### config.mk
export PLATFORM = sky130hd
export DESIGN_NAME = msd_decoder
export DESIGN_NICKNAME = d
export VERILOG_FILES = /design/src/common/msd_pkg.sv /design/src/hdl/msd_sel_reg.sv /design/src/hdl/msd_decoder.sv
export VERILOG_INCLUDE_DIRS = /design/src /design/src/common
export SDC_FILE = /design/constraint.sdc
export NUM_CORES = 1
export LEC_CHECK = 0
export ABC_CLOCK_PERIOD_IN_PS = 1500
export BUFFER_PORTS_ARGS = -buffer_cell sky130_fd_sc_hd__clkbuf_2
export CAP_MARGIN = 20
export CORE_ASPECT_RATIO = 1.2
export CORE_UTILIZATION = 30
export CTS_BUF_LIST = sky130_fd_sc_hd__clkbuf_16
export CTS_CLUSTER_DIAMETER = 80
export DETAILED_ROUTE_END_ITERATION = 8
export GPL_ROUTABILITY_DRIVEN = 0
export GPL_TIMING_DRIVEN = 0
export PLACE_DENSITY = 0.65
export SETUP_SLACK_MARGIN = 0.15
export SLEW_MARGIN = 20
export SYNTH_ARGS = -nofsm -noshare
export SYNTH_HDL_FRONTEND = slang
export SYNTH_HIERARCHICAL = 1
export SYNTH_SLANG_ARGS = --single-unit
### constraint.sdc
create_clock -name core_clk_in -period 1.5 [get_ports core_clk_in]
set_clock_uncertainty 0.2 [all_clocks]
set_input_delay 0.225 -clock core_clk_in [delete_from_list [all_inputs] [get_ports core_clk_in]]
set_output_delay 0.225 -clock core_clk_in [all_outputs]
set_load 0.005 [all_outputs]
### src/common/msd_map.svh
// Purpose: address map constants for the memory space decoder
// Assumes: byte addresses; 8-bit internal, 16-bit program and external spaces
// Notes:   definitions only
`ifndef MSD_MAP_SVH
`define MSD_MAP_SVH
`define MSD_IDATA_HALF      8'h80
`define MSD_BANK_TOP        8'h1F
`define MSD_BITAREA_LO      8'h20
`define MSD_BITAREA_HI      8'h2F
`define MSD_FLASH_TOP       16'h3DFF
`define MSD_XWIN_MASK       16'h07FF
`define MSD_EXTERNAL_DATA_RAM_TOP        16'h03FF
`define MSD_FIFO_BASE       16'h0400
`define MSD_EP3_FIFO_BYTES  16'h0200
`define MSD_EP3_FIFO_BASE   16'h0600
`define MSD_BANK_SHIFT      3
`endif

### src/common/msd_pkg.sv
// Purpose: types for the memory space decoder
// Assumes: included map header for constants
// Notes:   access kinds and targets
package msd_pkg;
	typedef enum logic [2:0] {
		MSD_ACC_NONE     = 3'h0,
		MSD_ACC_DIRECT   = 3'h1,
		MSD_ACC_INDIRECT = 3'h3,
		MSD_ACC_CODE     = 3'h2,
		MSD_ACC_XMOVE    = 3'h6
	} msd_access_t;
	typedef enum logic [2:0] {
		MSD_TGT_NONE     = 3'h0,
		MSD_TGT_IRAM     = 3'h1,
		MSD_TGT_SFR      = 3'h3,
		MSD_TGT_FLASH    = 3'h2,
		MSD_TGT_EXTERNAL_DATA_RAM     = 3'h6,
		MSD_TGT_FIFO     = 3'h7,
		MSD_TGT_RESERVED = 3'h5
	} msd_target_t;
endpackage

### src/hdl/msd_sel_reg.sv
// Purpose: registered copy of a decode word
// Assumes: one clock, asynchronous active low reset from synchronised copy
// Notes:   keeps every top output straight from a flip-flop
`timescale 1ns/1ps
`default_nettype none
module msd_sel_reg #(
	parameter int WIDTH = 8
) (
	// clock and reset
	input  wire logic             clk_in,
	input  wire logic             rst_n_in,
	// data
	input  wire logic [WIDTH-1:0] d_in,
	output logic      [WIDTH-1:0] q_out
);
	// plain pipeline stage
	always_ff @(posedge clk_in or negedge rst_n_in) begin
		if (!rst_n_in) begin
			q_out <= '0;
		end else begin
			q_out <= d_in;
		end
	end
endmodule // msd_sel_reg
`default_nettype wire

### src/hdl/msd_decoder.sv
// Purpose: steer each core access to one memory target
// Assumes: core drives address and access kind on core_clk_in
// Notes:   decode is combinational, outputs registered once
//          every result leaves through its own register stage, so the
//          core sees the decode one cycle after it presents an access
//          undefined access kinds select no target and clear the flags
`timescale 1ns/1ps
`default_nettype none
`include "msd_map.svh"
module msd_decoder
	import msd_pkg::*;
(
	// clock and reset
	input  wire logic        core_clk_in,
	input  wire logic        resetn_in,
	// core access
	input  wire logic [15:0] addr_in,
	input  wire logic [2:0]  access_in,
	input  wire logic        bit_access_in,
	// decode results
	output logic [2:0]       target_out,
	output logic [15:0]      local_addr_out,
	output logic [1:0]       reg_bank_out,
	output logic             bank_hit_out,
	output logic             bit_area_out,
	output logic             ep3_fifo_out
);
	logic        rst_meta_reg;
	logic        rst_sync_reg;
	wire  [7:0]  iaddr = addr_in[7:0];
	wire         upper_half;
	wire  [15:0] xaddr;
	wire         is_direct;
	wire         is_indirect;
	wire         is_code;
	wire         is_xmove;
	msd_target_t target_next;
	wire  [15:0] local_next;
	wire  [1:0]  bank_next;
	wire         bank_hit_next;
	wire         bit_area_next;
	wire         ep3_next;
	// shared range tests
	wire         is_internal;
	wire         in_bank;
	wire         in_bit_area;
	wire         x_in_ram;
	wire         x_in_ep3;
	wire  [15:0] ep3_top;
	// rebased offsets
	wire  [15:0] local_internal;
	wire  [15:0] local_external;

	// field widths of the registered decode results
	localparam int TGT_W   = 3;
	localparam int LOCAL_W = 16;
	localparam int BANK_W  = 2;
	localparam int FLAG_W  = 1;

	// reset release through two flip-flops
	// the reset pin is asynchronous; releasing it straight into the output
	// stage could let some flops leave reset one edge before others, so the
	// rest of the block only ever sees the synchronised copy
	always_ff @(posedge core_clk_in or negedge resetn_in) begin
		if (!resetn_in) begin
			rst_meta_reg <= 1'b0;
			rst_sync_reg <= 1'b0;
		end else begin
			rst_meta_reg <= 1'b1;
			rst_sync_reg <= rst_meta_reg;
		end
	end

	// access kind decode
	// each access kind is a single code; any code outside the list
	// leaves all four strobes low and falls through to no target
	// the external address is folded onto the 2K window here, once
	assign is_direct   = (access_in == MSD_ACC_DIRECT);
	assign is_indirect = (access_in == MSD_ACC_INDIRECT);
	assign is_code     = (access_in == MSD_ACC_CODE);
	assign is_xmove    = (access_in == MSD_ACC_XMOVE);
	assign upper_half  = (iaddr >= `MSD_IDATA_HALF);
	assign xaddr       = addr_in & `MSD_XWIN_MASK;

	// range tests shared by the target, offset and flag logic
	// internal tests look only at the low byte of the address;
	// external tests look only at the folded window address, so
	// every alias of a location decodes exactly like the original
	assign is_internal    = is_direct || is_indirect;
	assign in_bank        = (iaddr <= `MSD_BANK_TOP);
	assign in_bit_area    = (iaddr >= `MSD_BITAREA_LO)
		&& (iaddr <= `MSD_BITAREA_HI);
	assign x_in_ram       = (xaddr <= `MSD_EXTERNAL_DATA_RAM_TOP);
	assign ep3_top        = `MSD_EP3_FIFO_BASE + `MSD_EP3_FIFO_BYTES;
	assign x_in_ep3       = (xaddr >= `MSD_EP3_FIFO_BASE) && (xaddr < ep3_top);
	assign local_internal = {8'h00, iaddr};
	assign local_external = x_in_ram ? xaddr : (xaddr - `MSD_FIFO_BASE);

	// one target per access
	// the upper internal half is split by access kind alone: direct goes
	// to the special function register space, indirect to upper RAM
	// the default keeps every path assigned and covers unknown kinds
	always_comb begin
		target_next = MSD_TGT_NONE;
		if (is_direct || is_indirect) begin
			if (!upper_half) begin
				target_next = MSD_TGT_IRAM;
			end else if (is_indirect) begin
				target_next = MSD_TGT_IRAM;
			end else begin
				target_next = MSD_TGT_SFR;
			end
		end else if (is_code) begin
			target_next = (addr_in <= `MSD_FLASH_TOP) ? MSD_TGT_FLASH
				: MSD_TGT_RESERVED;
		end else if (is_xmove) begin
			target_next = (xaddr <= `MSD_EXTERNAL_DATA_RAM_TOP) ? MSD_TGT_EXTERNAL_DATA_RAM
				: MSD_TGT_FIFO;
		end
	end

	// offsets within the chosen target
	// internal spaces keep the byte address; the external window is
	// rebased so a FIFO access starts at zero inside the FIFO region
	assign local_next = is_internal ? local_internal
		: is_xmove ? local_external
		: is_code ? addr_in : 16'h0000;

	// register bank number from the two bits above the bank offset
	assign bank_hit_next = is_internal && in_bank;
	assign bank_next = bank_hit_next ? iaddr[`MSD_BANK_SHIFT+1:`MSD_BANK_SHIFT]
		: 2'b00;

	// bit area flag: internal byte accesses inside the area, and every internal bit access,
	// since single bits are only reached through that area
	assign bit_area_next = is_internal && (in_bit_area || bit_access_in);

	// endpoint three owns the top half of the FIFO region
	assign ep3_next = is_xmove && x_in_ep3;

	// output stage
	// each decode result has a register of its own, so no packing
	// order can shift one field into another; all of them are cleared
	// by the synchronised reset and load on every edge after it
	// the outputs therefore come straight from flip-flops

	// target code register
	// holds the selected target for one cycle per sampled access
	msd_sel_reg #(
		.WIDTH (TGT_W)
	) u_target_reg (
		.clk_in   (core_clk_in),
		.rst_n_in (rst_sync_reg),
		.d_in     (target_next),
		.q_out    (target_out)
	);

	// offset register
	// offset inside the selected target, zero for no target
	msd_sel_reg #(
		.WIDTH (LOCAL_W)
	) u_local_reg (
		.clk_in   (core_clk_in),
		.rst_n_in (rst_sync_reg),
		.d_in     (local_next),
		.q_out    (local_addr_out)
	);

	// bank number register
	// zero whenever the access is outside the working registers
	msd_sel_reg #(
		.WIDTH (BANK_W)
	) u_bank_reg (
		.clk_in   (core_clk_in),
		.rst_n_in (rst_sync_reg),
		.d_in     (bank_next),
		.q_out    (reg_bank_out)
	);

	// bank hit flag register
	// high for internal accesses to the working registers
	msd_sel_reg #(
		.WIDTH (FLAG_W)
	) u_bank_hit_reg (
		.clk_in   (core_clk_in),
		.rst_n_in (rst_sync_reg),
		.d_in     (bank_hit_next),
		.q_out    (bank_hit_out)
	);

	// bit area flag register
	// high for internal accesses that land in the bit area
	msd_sel_reg #(
		.WIDTH (FLAG_W)
	) u_bit_area_reg (
		.clk_in   (core_clk_in),
		.rst_n_in (rst_sync_reg),
		.d_in     (bit_area_next),
		.q_out    (bit_area_out)
	);

	// endpoint three flag register
	// high for external moves into the endpoint three FIFO
	msd_sel_reg #(
		.WIDTH (FLAG_W)
	) u_ep3_reg (
		.clk_in   (core_clk_in),
		.rst_n_in (rst_sync_reg),
		.d_in     (ep3_next),
		.q_out    (ep3_fifo_out)
	);

	// no state is kept beyond the reset synchroniser and the output
	// stage; the decode never depends on an earlier access
endmodule // msd_decoder
`default_nettype wire

==> Word level (Yosys, flattened, before mapping) <==
Cells that the tools add are included.
{ "word_totals": {"reg_bits": 26, "latchBits": 0, "ram_bits": 0, "mem_bits_ro": 0, "inputBits": 22, "out_inout_bits": 24, "elab_cells": 40, "memories": 0} }
{ "classes": {"addsub": 1, "mul": 0, "div": 0, "magnitude_cmp": 8, "n_eq_ne": 4, "shifts": 0, "mux": 12, "bitwise": 0, "n_reduce_logical": 7} }
{ "op_table": {"columns": ["cell", "count"], "rows": [
  ["$mux 16", 4],
  ["$le 16x14->1 const B", 1],
  ["$mux 3", 5],
  ["$lt 11x12->1 const B", 1],
  ["$sub 11x11->12 const B", 1],
  ["$ge 11x11->1 const B", 1],
  ["$le 11x10->1 const B", 1],
  ["$ge 8x6->1 const B", 1],
  ["$ge 8x8->1 const B", 1],
  ["$le 8x5->1 const B", 1],
  ["$le 8x6->1 const B", 1],
  ["$eq 3x2->1 const B", 2],
  ["$logic_and 1x1->1", 5],
  ["$mux 2", 2],
  ["$eq 3x1->1 const B", 1],
  ["$eq 3x3->1 const B", 1],
  ["$logic_or 1x1->1", 2],
  ["$mux 1", 1]
]} }

==> Logic depth before layout (Yosys ltp) <==
{ "logic_depth": {"word_depth": 5, "ltp_mapped": 4, "mapped_depth_nobuf": 4} }

==> Modules after synthesis <==
The synthesis kept the hierarchy.
{ "by_module_without_submodules": {"columns": ["mod", "n_inst", "cells_per_inst", "area_per_inst_um2", "seq_area_each_um2"], "rows": [
  ["msd_sel_reg at u_local_reg", 1, 16, 400.4, 400.4],
  ["msd_decoder", 1, 49, 336.6, 50.0],
  ["msd_sel_reg at u_bank_hit_reg ...", 3, 1, 25.0, 25.0],
  ["msd_sel_reg at u_target_reg", 1, 3, 75.1, 75.1],
  ["msd_sel_reg at u_bank_reg", 1, 2, 50.0, 50.0]
]} }

==> Worst setup path before layout <==
Ideal clock, no wire load.
{ "synth_path": {"kind": "input-to-reg", "startpoint": "in access_in[2]", "endpoint": "reg u_target_reg.q_out[0]", "setup_ns": 0.138, "arrival_time_ns": 0.905, "t_required_ns": 1.162, "slack_ns": 0.256, "stages": 3, "path_buffers": 0, "path_cell_list": "or3_1 a211oi_2 a221oi_1"} }
{ "synth_via": {"elab_chain_len": 4, "elab_cells_between_ends": 8, "cone_classes": "eq/ne (4); mux (3); reduce/logical (1)"} }
{ "synth_lines": {"columns": ["element", "line_no", "source"], "rows": [
  ["from (decl)", "msd_decoder.sv:18", "input wire logic [2:0] access_in,"],
  ["$eq 3x3->1", "msd_decoder.sv:81", "assign is_xmove = (access_in == MSD_ACC_XMOVE);"],
  ["$mux 3", "msd_decoder.sv:116", "end else if (is_xmove) begin"],
  ["$mux 3", "msd_decoder.sv:113", "end else if (is_code) begin"],
  ["$mux 3 *", "msd_decoder.sv:105", "if (is_direct || is_indirect) begin"],
  ["via target_next[0]", "msd_decoder.sv:37", "msd_target_t target_next;"],
  ["to (signal assigned)", "msd_sel_reg.sv:21", "q_out <= d_in;"],
  ["to (decl)", "msd_sel_reg.sv:14", "output logic [WIDTH-1:0] q_out"]
]} }
Mark *: on every way through the listed nets, which the timed path passes. The rest lies on a longest branch.

==> Worst setup path in the final report <==
{ "layout_path": {"startpoint": "reg u_local_reg.q_out[15]", "endpoint": "out local_addr_out[15]"} }
{ "layout_rtl": {"columns": ["element", "line_no", "source"], "rows": [
  ["from (decl)", "msd_sel_reg.sv:14", null],
  ["from (signal assigned)", "msd_sel_reg.sv:21", null],
  ["to (decl)", "msd_decoder.sv:22", "output logic [15:0] local_addr_out,"]
]} }
No word-level cell between the ends.

==> impl_results.md <==
* Routed len/inst at 11.5 um
* Period utilization at 0.771
* H-tree Lvls at 1
* Setup_tns at 0 ns
* PwrDens at 1090 nW/um^2
* Placed wire-length estimate at 1450 um
* Placed cell areas at about 1200 sq um
* Total global-route track usage at 0.129
* P&R area growth vs syn at 42.3%
* Largest family of logic cells by synthesized area: simple AND/OR/NAND/NOR gates
* Hold Buf Count CTS at 5
* PnR Total Power at ~0.0014 W
* Nature of the critical path endpoint: output port
* Worst skew pair latency at approximately 0.25 ns
* CTS buffer count at 3
* Slew HR at 0.413
* Clk sink count at 26
* I/O Buffers at 45
* Share of cells above drive strength 1 at 0.394
* CTS tree: yes
* Clk buf depth at 2
* Syn_nets at 96
* Max Slew Vio Count at 0
* Crit path arrival time at between 0.7 and 0.8 ns
* First-pass GRT wire length at between 3000 and 4000 um
* Final setup vio count at 0
* Core Box Area at a little under 3000 sq um
* Outcome: finished with violations
* Max-cap violations at 0
* Final Instance Area at 1330 sq um
* Kind of critical path: reg2out
* Failing checks: negative hold slack
* CP max FO at 1
* Nets at between 150 and 200
* Die area at between 3000 and 4000 sq um
* First-pass DRT Iterations at 4
* Biggest register: u_local_reg/q_out
* Mux contribution to synthesized area at 0
* Synth Cell Area at 937 sq um
* Initial Util at 0.324
* Worst-path cell chain: clkbuf_2
* Top Registers: u_local_reg/q_out x16, u_target_reg/q_out x3, u_bank_reg/q_out x2
* Worst Setup Start Kind: flip-flop
* Post-Synth XOR/XNOR Area at 0
* Die H at roughly 63 um
* Post-route minimum period at roughly 1.2 ns
* Hold Crit Class: in2reg
* F_max at around 860 MHz
* Total number of vias at 726
* Worst vdd ir at 0.000561 V
* Slowest stage delay, CP at about 0.37 ns
* Post-CTS Setup Inserts at 0
* Pin count of the biggest net entering global routing at 25
* Gate Count Post-Synth at 73
* Post-Place Cells at around 150
* Initial antenna violation count at 0
* Netlist cell types at 22
* Simple-gate share of the synthesized area at 0.204
* Final Hold Fails at 1
* Avg Inst Size Synth at roughly 13 sq um
* Hold WS at -0.0123 ns
* WP buf/inv at 1
* Cells resized by post-CTS repair at 0
* Leak at 0.717 nW
* WL final at between 1500 and 2000 um
* Antenna cells at 0
* Max FFs per register at 16
* Gr ovfl total at 0
* Die width at ~53 um
* Row count at 21
* CTS root buf: clkbuf_16
* Family with the most delay on the worst path: flip-flops
* Syn. warnings at 6
* Drc violations at 0
* Vias in the first global route at ~730
* Adder-cell share of the synthesized area at 0.0134
* Yosys reg bits at 26
* Clock transition at path regs at 0.06 ns
* Synth Area in Compound Gates at 0.0668
* Finished Layout Cells at about 160
* Actual slew at the worst max-slew pin at around 0.88 ns
* Detailed-route vias per instance at between 4 and 5
* Top Ports at 46
* ANT nets after route at 0
* Starting DRT DRC Count at 3
* Slowest cell on crit path: dfrtp_1
* RSZ-0062 raised after global routing: no
* Sequential element share of the synthesized area at 0.694
* Critical Path RT at approximately 1.1 ns
==> stage by stage <==
step	util	worst slack, ns
2_1_floorplan	-	0.256
3_3_place_gp	0.417	0.100
3_5_place_dp	0.417	0.0993
4_1_cts	0.461	0.304
5_1_grt	0.461	0.152
6_report	0.461	0.344
==> cell type report <==
type                            instances  area (sq um)
Inverter                                1          3.75
Sequential cell                        26           651
Clock inverter                          1          3.75
Buffer                                  3          12.5
Multi-Input combinational cell         43           270
Fill cell                             281          1560
Timing Repair Buffer                   50           275
Clock buffer                            3          75.1
Tap cell                               34          42.5
==> where the power goes <==
group          total (W)  internal [W]  switching, W
clock           0.000562      0.000355      0.000207
combinational   0.000134     0.0000724     0.0000616
sequential      0.000752      0.000733     0.0000194
==> cells in the mapped netlist <==
cell	n	area share
or3_1	1	0.0067
nor4_1	1	0.0067
buf_2	1	0.0053
a221oi_1	1	0.0093
ha_1	1	0.013
nor4b_1	1	0.0093
nor2_1	4	0.016
nand2_1	2	0.0080
and4_1	1	0.0093
a211o_1	1	0.0093
inv_1	1	0.0040
conb_1	1	0.0040
nor2b_1	1	0.0067
and2_1	12	0.080
a211oi_1	1	0.0080
a21oi_1	5	0.027
clkbuf_1	2	0.0080
and3_1	1	0.0067
nand2b_1	7	0.047
nor3b_1	1	0.0080
dfrtp_1	26	0.69
a211oi_2	1	0.013
==> kinds of logic (layout without fill, tap and decap cells) <==
group	Yosys count	count (layout)
adder cells (fa/ha/maj)	1	1
other	1	1
AO/OA/AOI/OAI	9	9
buffers and inverters	4	58
flip-flops	26	26
AND/OR/NAND/NOR	32	32
==> worst paths after layout <==
check	startpoint	to	slack, ns	depth (start not counted)
max	u_local_reg/q_out[15]$_DFF_PN0_	local_addr_out[15]	0.34	1
min	addr_in[5]	u_bank_hit_reg/q_out$_DFF_PN0_	-0.01	2
max reg2reg	rst_sync_reg$_DFF_PN0_	u_local_reg/q_out[15]$_DFF_PN0_	0.39	0
min reg2reg	rst_meta_reg$_DFF_PN0_	rst_sync_reg$_DFF_PN0_	0.16	0
max in group asynchronous	rst_sync_reg$_DFF_PN0_	u_local_reg/q_out[15]$_DFF_PN0_	0.39	0
min in group asynchronous	resetn_in	rst_meta_reg$_DFF_PN0_	0.08	2
==> layer usage <==
layer / part of all wire / GRT usage / routed length (um) / up-vias
met4: 0.011 / 0.0493 / 21 / 0
li1: - / - / - / 345
met5: 0 / 0 / 0 / -
met3: 0.079 / 0.0242 / 147 / 3
met1: 0.42 / 0.154 / 780 / 341
met2: 0.49 / 0.222 / 903 / 37
==> cells in the final DEF (no fill, tap or decap) <==
cell / Yosys / final
dfrtp_1: 26 / 26
a21oi_1: 5 / 5
and3_1: 1 / 1
clkinv_1: 0 / 1
a221oi_1: 1 / 1
nand2b_1: 7 / 7
ha_1: 1 / 1
nor2b_1: 1 / 1
nor4_1: 1 / 1
clkbuf_2: 0 / 45
clkbuf_16: 0 / 3
dlygate4sd3_1: 0 / 5
or3_1: 1 / 1
nor3b_1: 1 / 1
conb_1: 1 / 1
nor2_1: 4 / 4
buf_2: 1 / 1
a211oi_2: 1 / 1
and2_1: 12 / 12
nor4b_1: 1 / 1
clkbuf_1: 2 / 2
nand2_1: 2 / 2
inv_1: 1 / 1
a211o_1: 1 / 1
and4_1: 1 / 1
a211oi_1: 1 / 1
No activity file was read; power rests on OpenSTA's default activity.
